[src/sm_exec_pkg.sv]
// Purpose: shared constants for the shift and move execution block
// Assumes: one 8-bit data path, two 16-bit indirect pointers
// Notes: opcode codes are local to this block, not instruction encodings
package sm_exec_pkg;
  localparam int DATA_W = 8;
  localparam int DATA_AW = 8;
  localparam int MEM_DEPTH = 256;
  localparam int PTR_W = 16;
  localparam int REL_W = 6;
  localparam int NUM_PTR = 2;

  localparam logic [2:0] OP_NOP = 3'h0;
  localparam logic [2:0] OP_SHIFT_RIGHT = 3'h1;
  localparam logic [2:0] OP_IND_LOAD = 3'h2;
  localparam logic [2:0] OP_IND_STORE = 3'h3;
  localparam logic [2:0] OP_BANK_LIT = 3'h4;
  localparam logic [2:0] OP_PAGE_LIT = 3'h5;
  localparam logic [2:0] OP_WORK_LIT = 3'h6;
  localparam logic [2:0] OP_WORK_TO_FILE = 3'h7;

  localparam logic [1:0] MODE_PRE_INC = 2'h0;
  localparam logic [1:0] MODE_PRE_DEC = 2'h1;
  localparam logic [1:0] MODE_POST_INC = 2'h2;
  localparam logic [1:0] MODE_POST_DEC = 2'h3;

  localparam logic [6:0] WINDOW0_ADDR = 7'h00;
  localparam logic [6:0] WINDOW1_ADDR = 7'h01;

  localparam logic [7:0] WORK_RST = 8'h00;
  localparam logic [4:0] BANK_RST = 5'h00;
  localparam logic [6:0] PAGE_RST = 7'h00;
  localparam logic [15:0] PTR_RST = 16'h0000;
  localparam logic [15:0] PTR_STEP = 16'h0001;
  localparam logic [7:0] ZERO_BYTE = 8'h00;
endpackage

[src/data_store_mem.sv]
// Purpose: byte-wide data store reached by direct and indirect accesses
// Assumes: one write and one read port, read data registered
// Notes: contents are not reset
`timescale 1ns/1ps
module data_store_mem import sm_exec_pkg::*; (
  input wire logic clk,
  input wire logic clkEn,
  input wire logic wrEn,
  input wire logic [DATA_AW-1:0] wrAddr,
  input wire logic [DATA_W-1:0] wrData,
  input wire logic [DATA_AW-1:0] rdAddr,
  output logic [DATA_W-1:0] rdData
);
  logic [DATA_W-1:0] mem [MEM_DEPTH];

  always_ff @(posedge clk) begin
    if (clkEn) begin
      if (wrEn) begin
        mem[wrAddr] <= wrData;
      end
      rdData <= mem[rdAddr];
    end
  end
endmodule

[src/shift_and_move_exec.sv]
// Purpose: executes right shift, indirect moves and literal/file moves
// Assumes: each instruction takes two enabled cycles (fetch operand, commit)
// Notes: pointer loads are refused while an instruction is executing
// Behaviour
// - right shift, zero in, bit0 to carry
// - destination bit picks work or file
// - work to file, flags untouched
// - indirect load sets zero, store no flags
// - modes 00/10 access +1/current, pointer increments
// - modes 01/11 access -1/current, pointer decrements
// - relative offset access, pointer unchanged
// - pointers wrap modulo sixteen bits
// - window addresses reach pointer-named location
// - bank literal load, five bits, no flags
// - page latch literal load, seven bits
// - work literal load, eight bits, no flags
// - pointer steps never touch flags
`timescale 1ns/1ps
module shift_and_move_exec import sm_exec_pkg::*; (
  input wire logic clk,
  input wire logic rst_n,
  input wire logic clkEn,
  input wire logic instrValid,
  input wire logic [2:0] opcode,
  input wire logic [6:0] fileAddr,
  input wire logic destSel,
  input wire logic [7:0] literal,
  input wire logic ptrSel,
  input wire logic [1:0] updateMode,
  input wire logic relForm,
  input wire logic [REL_W-1:0] relOffset,
  input wire logic ptrLoadEn,
  input wire logic ptrLoadSel,
  input wire logic [PTR_W-1:0] ptrLoadValue,
  output logic instrReady,
  output logic instrDone,
  output logic [DATA_W-1:0] work,
  output logic carry,
  output logic zero,
  output logic [4:0] bankSelect,
  output logic [6:0] pcHighLatch,
  output logic [PTR_W-1:0] pointer0,
  output logic [PTR_W-1:0] pointer1
);
  typedef enum logic {ST_IDLE, ST_EXEC} state_type;

  state_type state;
  state_type next_state;
  logic accept;
  logic commit;
  logic [2:0] opLatch;
  logic destLatch;
  logic [7:0] litLatch;
  logic ptrSelLatch;
  logic [1:0] modeLatch;
  logic relLatch;
  logic [PTR_W-1:0] effAddr;
  logic [PTR_W-1:0] ptrBase;
  logic [PTR_W-1:0] ptrReg [NUM_PTR];
  logic [PTR_W-1:0] ptrCur;
  logic [PTR_W-1:0] next_eff;
  logic indirectIn;
  logic indirectLatch;
  logic [DATA_W-1:0] rdData;
  logic [DATA_W-1:0] shiftRes;
  logic memWe;
  logic [DATA_W-1:0] memWrData;
  logic [DATA_AW-1:0] memRdAddr;

  assign accept = clkEn && instrReady && instrValid;
  assign commit = clkEn && state == ST_EXEC;
  assign indirectIn = opcode == OP_IND_LOAD || opcode == OP_IND_STORE;
  assign indirectLatch = opLatch == OP_IND_LOAD || opLatch == OP_IND_STORE;
  assign ptrCur = ptrSel ? ptrReg[1] : ptrReg[0];
  assign pointer0 = ptrReg[0];
  assign pointer1 = ptrReg[1];

  always_comb begin
    next_state = state;
    case (state)
      ST_IDLE: begin
        if (instrValid) begin
          next_state = ST_EXEC;
        end
      end
      ST_EXEC: next_state = ST_IDLE;
      default: next_state = ST_IDLE;
    endcase
  end

  always_ff @(posedge clk) begin
    if (!rst_n) begin
      state <= ST_IDLE;
      instrReady <= 1'b1;
      instrDone <= 1'b0;
    end else if (clkEn) begin
      state <= next_state;
      instrReady <= next_state == ST_IDLE;
      instrDone <= state == ST_EXEC;
    end
  end

  // effective address of the operand, from bankSelect[0] and fileAddr, or from the live pointers for indirect and window accesses
  always_comb begin
    next_eff = {8'h00, bankSelect[0], fileAddr};
    if (indirectIn) begin
      if (relForm) begin
        next_eff = ptrCur + {{(PTR_W-REL_W){relOffset[REL_W-1]}}, relOffset};
      end else begin
        case (updateMode)
          MODE_PRE_INC: next_eff = ptrCur + PTR_STEP;
          MODE_PRE_DEC: next_eff = ptrCur - PTR_STEP;
          default: next_eff = ptrCur;
        endcase
      end
    end else if (fileAddr == WINDOW0_ADDR) begin
      next_eff = ptrReg[0];
    end else if (fileAddr == WINDOW1_ADDR) begin
      next_eff = ptrReg[1];
    end
  end

  assign memRdAddr = next_eff[DATA_AW-1:0];

  always_ff @(posedge clk) begin
    if (!rst_n) begin
      opLatch <= OP_NOP;
      destLatch <= 1'b0;
      litLatch <= ZERO_BYTE;
      ptrSelLatch <= 1'b0;
      modeLatch <= MODE_PRE_INC;
      relLatch <= 1'b0;
      effAddr <= PTR_RST;
      ptrBase <= PTR_RST;
    end else if (accept) begin
      opLatch <= opcode;
      destLatch <= destSel;
      litLatch <= literal;
      ptrSelLatch <= ptrSel;
      modeLatch <= updateMode;
      relLatch <= relForm;
      effAddr <= next_eff;
      ptrBase <= ptrCur;
    end
  end

  assign shiftRes = {1'b0, rdData[7:1]};
  assign memWe = commit && ((opLatch == OP_SHIFT_RIGHT && destLatch)
    || opLatch == OP_IND_STORE || opLatch == OP_WORK_TO_FILE);
  assign memWrData = opLatch == OP_SHIFT_RIGHT ? shiftRes : work;

  data_store_mem data_store_mem_inst (
    .clk(clk),
    .clkEn(clkEn),
    .wrEn(memWe),
    .wrAddr(effAddr[DATA_AW-1:0]),
    .wrData(memWrData),
    .rdAddr(memRdAddr),
    .rdData(rdData)
  );

  always_ff @(posedge clk) begin
    if (!rst_n) begin
      work <= WORK_RST;
    end else if (commit) begin
      case (opLatch)
        OP_SHIFT_RIGHT: begin
          if (!destLatch) begin
            work <= shiftRes;
          end
        end
        OP_IND_LOAD: work <= rdData;
        OP_WORK_LIT: work <= litLatch;
        default: work <= work;
      endcase
    end
  end

  // only the shift and the indirect load touch the flags
  always_ff @(posedge clk) begin
    if (!rst_n) begin
      carry <= 1'b0;
      zero <= 1'b0;
    end else if (commit) begin
      if (opLatch == OP_SHIFT_RIGHT) begin
        carry <= rdData[0];
        zero <= shiftRes == ZERO_BYTE;
      end else if (opLatch == OP_IND_LOAD) begin
        zero <= rdData == ZERO_BYTE;
      end
    end
  end

  always_ff @(posedge clk) begin
    if (!rst_n) begin
      bankSelect <= BANK_RST;
    end else if (commit && opLatch == OP_BANK_LIT) begin
      bankSelect <= litLatch[4:0];
    end
  end

  always_ff @(posedge clk) begin
    if (!rst_n) begin
      pcHighLatch <= PAGE_RST;
    end else if (commit && opLatch == OP_PAGE_LIT) begin
      pcHighLatch <= litLatch[6:0];
    end
  end

  // step from the value seen at accept; a load during execution is refused
  for (genvar i = 0; i < NUM_PTR; i++) begin : g_ptr
    always_ff @(posedge clk) begin
      if (!rst_n) begin
        ptrReg[i] <= PTR_RST;
      end else if (commit && indirectLatch && !relLatch && ptrSelLatch == 1'(i)) begin
        if (modeLatch[0]) begin
          ptrReg[i] <= ptrBase - PTR_STEP;
        end else begin
          ptrReg[i] <= ptrBase + PTR_STEP;
        end
      end else if (clkEn && state == ST_IDLE && ptrLoadEn && ptrLoadSel == 1'(i)) begin
        ptrReg[i] <= ptrLoadValue;
      end
    end
  end
endmodule

[config.mk]
export PLATFORM = sky130hd
export DESIGN_NAME = shift_and_move_exec
export DESIGN_NICKNAME = d
export VERILOG_FILES = /design/src/sm_exec_pkg.sv /design/src/data_store_mem.sv /design/src/shift_and_move_exec.sv
export SDC_FILE = /design/constraint.sdc
export NUM_CORES = 2
export LEC_CHECK = 0
export ABC_CLOCK_PERIOD_IN_PS = 11100
export BUFFER_PORTS_ARGS = -buffer_cell sky130_fd_sc_hd__buf_4
export CAP_MARGIN = 20
export CORE_MARGIN = 2
export CORE_UTILIZATION = 45
export DETAILED_ROUTE_END_ITERATION = 10
export HOLD_SLACK_MARGIN = 0.1
export SLEW_MARGIN = 40
export SYNTH_ARGS = -nofsm -noshare
export SYNTH_HDL_FRONTEND = slang
export SYNTH_HIERARCHICAL = 1
export SYNTH_SLANG_ARGS = --single-unit
[constraint.sdc]
create_clock -name clk -period 11.1 [get_ports clk]
set_input_delay 1.11 -clock clk [delete_from_list [all_inputs] [get_ports clk]]
set_output_delay 1.11 -clock clk [all_outputs]
set_load 0.02 [all_outputs]
==> results summary <==
The run finished with clean final reports. The number of setup buffers added after CTS came out at 0. Data on the critical path arrives at its endpoint at 6.67 ns. The clock arrives with 0.05351 ns of skew. From bottom edge to top edge, the die measures 441.9 um. The hold slack came out at 0.4729 ns. The detailed router put a total of 95920 um of wire on met1.

The cell with the largest stage delay on the worst path is buf_6. The highest routing layer actually used is met4. STA classifies the critical path endpoint as a flop.

The family with the most delay on the worst path is compound AO/OA/AOI/OAI gates. TritonCTS built the clock tree. Clock tree synthesis inserted a total of 215 buffers. The endpoint identified for the worst register-to-register timing path is data_store_mem_inst/rdData[2]. Entering global routing, the biggest net connects 122 pins. Counting cells, the worst reg-to-reg path comes to 14. The worst-case IR drop observed on VDD is 0.1467 mV. The post-synthesis instance total came out at 4501. The HPWL after detailed placement is 137700 um. The number of failing hold endpoints at the final stage is 0. The detailed router finished its first iteration with 5104 violations. In this run the worst hold path is classified as flop to flop. The top flip-flop cell by instance count after synthesis is edfxtp_1.

Wire segments on met3 add up to 16500 um in the final route. After detailed routing, the number of remaining DRC violations is 0. The H-tree depth reported by CTS came out at 4. The critical path contains buffers and inverters numbering 3 combined.

The worst-case headroom to the max-slew limit came out at 34.63%. The highest net fanout along the worst path came out at 53. For this design the ratio of total power to cell area is 179.5 mW/mm^2.

The worst path in the final design needs a cycle of 5.973 ns, including I/O delays and setup. The aggregate global routing overflow is 0. Gates resized during post-CTS repair numbered 0.

The initial antenna violation count was 2. The total negative slack for setup checks is 0 ns. The capturing instance or port of the critical path is data_store_mem_inst/rdData[2].

The worst-case setup slack after placement came out at 4.352 ns. The count of maximum capacitance violations came out at 0. The number of nets still failing antenna checks after routing came out at 0. The count of pins over their slew limit came out at 0. The classification of the worst setup path is input port to flop.

The net count after synthesis came out at 4567. In the final layout, flip-flops and latches occupy 0.06398 sq mm. The signal on the critical path passes through buf_4, mux2_2, ha_1, inv_1, fa_1, nor2b_1, o41ai_1, or2_4, buf_6, nand2_1, nor2_1, a22oi_1, a311o_1, a22oi_1, o311a_1.

The via total after detailed routing is 44690. The synthesized design devotes to its leading area cell type 72.67% of total area. The average wire per cell in the routed design came out at 30.54 um. The slew at the pin closest to its max-slew limit is 0.9716 ns.

The clock drives 2152 sinks. In this run the mean area of a mapped cell was 19.17 sq um. The count of flip-flops with a built-in enable after synthesis is 2088. The die width came out at 441.9 um. The length of routed met2 wiring came out at 104600 um. The floorplan step defined a core boundary enclosing 0.1904 sq mm. Summing every instance area after synthesis gives 0.08629 sq mm. 107 I/O pins were placed.

The top achievable clock speed came out at 167.4 MHz. The total length of routed wires is 223300 um. The clock-pin slew on the worst setup and hold paths came out at 0.06 ns. The multi-input combinational cells in the finished layout cover a total of 0.02108 sq mm.

The count of nets after finishing is 4688. The largest total area in the synthesized netlist belongs to edfxtp_1. The delay of the slowest cell on the worst path came out at 0.58 ns. The critical path depth is 15. The cell that appears most often on the critical path is a22oi_1.

The first global-routing pass estimated 322000 um of wire. After detailed routing, the number of vias per cell comes to 6.112. In this run the critical register-to-register path is launched from ptrReg[0][0]. The number of antenna cells inserted came out at 0. In this run the deepest clock path goes through 3 buffers. The worst setup slack after layout came out at 5.127 ns. In the post-synthesis netlist, the biggest area contributors are edfxtp_1 73%, mux4_2 10%, mux2i_1 2.3%. The layout-stage area growth over the synthesis result is 12.24%. The clock insertion delay at the later pin of the skew report came out at 0.85 ns. The number of filler cells placed in the layout came out at 15170. Setup slack on the worst reg-to-reg path comes out at 5.36 ns. Setup repair after global routing left no endpoint under its margin. Counting flops with an async set or reset pin after synthesis yields a share of 0%. Counting flops and latches in the post-synthesis netlist gives 2152. The placer's final routability congestion estimate came out at 0.8790. The post-layout instance count excluding filler cells is 7311.

The standby leakage power is 31.42 nW. The number of global-route vias before repair is 43960. The area enclosed by the die boundary came out at 0.1953 sq mm. The number of cells after detailed placement is 6907.

The setup violation total in the final timing report is 0. The first detailed-routing pass took 5 iterations. The count of input and output buffers came out at 106. For the worst setup path, the data required time is 11.80 ns. The post-route clock period utilization came out at 53.81%. STA classifies the critical path startpoint as an input port. The number of synthesis warnings came out at 6. The total of hold buffers inserted after clock tree synthesis is 0.

The share of layout cells above drive strength 1 is 22.88%. The most critical setup path has its startpoint at ptrSel. The total global-route track usage is 22.63%. The root buffer cell chosen for the clock tree is clkbuf_16. For this run, the register share of the synthesized area comes to 74.15%. The count of cell types in the netlist came out at 94. The number of standard-cell rows in the floorplan came out at 160.

The starting density of the core is 45.32%.
## worst register-to-register path: stages (launching register included)
cell and delay [ns]:
edfxtp_1 0.43, mux2_2 0.32, ha_1 0.20, inv_1 0.05, fa_1 0.37, nor2b_1 0.14
o41ai_1 0.51, or2_4 0.51, buf_6 0.61, nand2_1 0.60, nor2_1 0.57, a22oi_1 0.13
a311o_1 0.40, a22oi_1 0.50, o311a_1 0.27
## worst min path at each step
stage,from,endpoint,slack (ns),cells after the start
2_1_floorplan,effAddr[3],effAddr[3],0.43,2
3_3_place_gp,litLatch[7],litLatch[7],0.46,2
3_5_place_dp,litLatch[7],litLatch[7],0.46,2
4_1_cts,literal[2],litLatch[2],0.47,3
5_1_grt,literal[2],litLatch[2],0.50,3
6_report,litLatch[7],litLatch[7],0.47,2
## kinds of logic after synthesis
logic type / after synthesis / share of synthesized area [%]
flops: 2152 / 74.15
xor+xnor: 35 / 0.3553
fa+ha+maj: 15 / 0.2262
compound gates: 568 / 4.717
simple gates: 761 / 4.098
buf+inv: 315 / 2.201
mux: 655 / 14.25
## final cells by class
| class | instances | share of cell area, % |
|---|---|---|
| Sequential cell | 2152 | 66.06 |
| Multi-Input combinational cell | 2034 | 21.77 |
| Clock buffer | 268 | 5.815 |
| Tap cell | 2511 | 3.244 |
| Timing Repair Buffer | 195 | 1.802 |
| Clock inverter | 127 | 1.213 |
| Inverter | 24 | 0.09302 |
## registers in the layout, indices dropped and copies added, names as in the netlist, 3 cells and up
| register | cells |
|---|---|
| pcHighLatch | 7 |
| effAddr | 8 |
| litLatch | 8 |
| ptrBase | 16 |
| data_store_mem_inst/mem | 2048 |
| data_store_mem_inst/rdData | 8 |
| bankSelect | 5 |
| opLatch | 3 |
| work | 8 |
| ptrReg | 32 |
## where the power goes
part	internal [mW]	switching, mW	leakage (nW)
Combinational	0.513	0.867	7.66
Sequential	8.90	0.0575	20.5
Clock	3.99	3.06	3.29
## Yosys cell counts (13+ instances only)
library cell and number:
nor3_1 40, nand4_1 14, nor2b_1 55, inv_1 21, buf_1 20, o211a_1 15
nor2_1 327, xnor2_1 22, nand2_1 159, a21oi_1 122, o221ai_1 53, o21ai_0 23
clkbuf_1 148, xor2_1 13, buf_6 30, edfxtp_1 2088, mux4_1 45, a21boi_0 23
nand3_1 46, nor4_1 30, dfxtp_1 64, buf_2 38, mux4_2 397, buf_4 24
nand2b_1 19, a211oi_1 27, ha_1 14, a22o_1 18, a22oi_1 140, mux2_2 13
mux2i_1 198, a221oi_1 14, o22ai_1 44
## layout by cell type (no fill, tap or decap), drive strengths merged, types with 15 or more instances in the layout
master,count
nand2,159
a22o,18
nor2,327
mux2i,200
mux4,442
o211a,15
nor4,32
a21oi,123
buf,193
clkbuf,270
clkinv,90
a211oi,28
dfxtp,64
nand3,46
nand2b,19
edfxtp,2088
a21boi,24
o221ai,53
nor3,40
a221oi,16
o21ai,25
bufinv,17
inv,36
nor2b,55
a22oi,140
o22ai,44
xnor2,22
## stage by stage
step           total power [mW]  instance area [sq um]  utilization (%)
4_1_cts                   17.49                  96470            50.67
5_1_grt                   17.89                  96850            50.87
3_3_place_gp              10.48                  89260            46.88
6_report                  17.39                  96850            50.87
3_5_place_dp              10.50                  89660            47.09
2_1_floorplan             10.03                  86290                -
## routing by layer
layer / vias up / global-route usage (%)
met4: 0 / 6.906
met5: - / 0
met2: 1824 / 35.19
li1: 18770 / -
met1: 23760 / 32.90
met3: 329 / 3.872
Note: power is estimated with default switching activity, not from simulation.
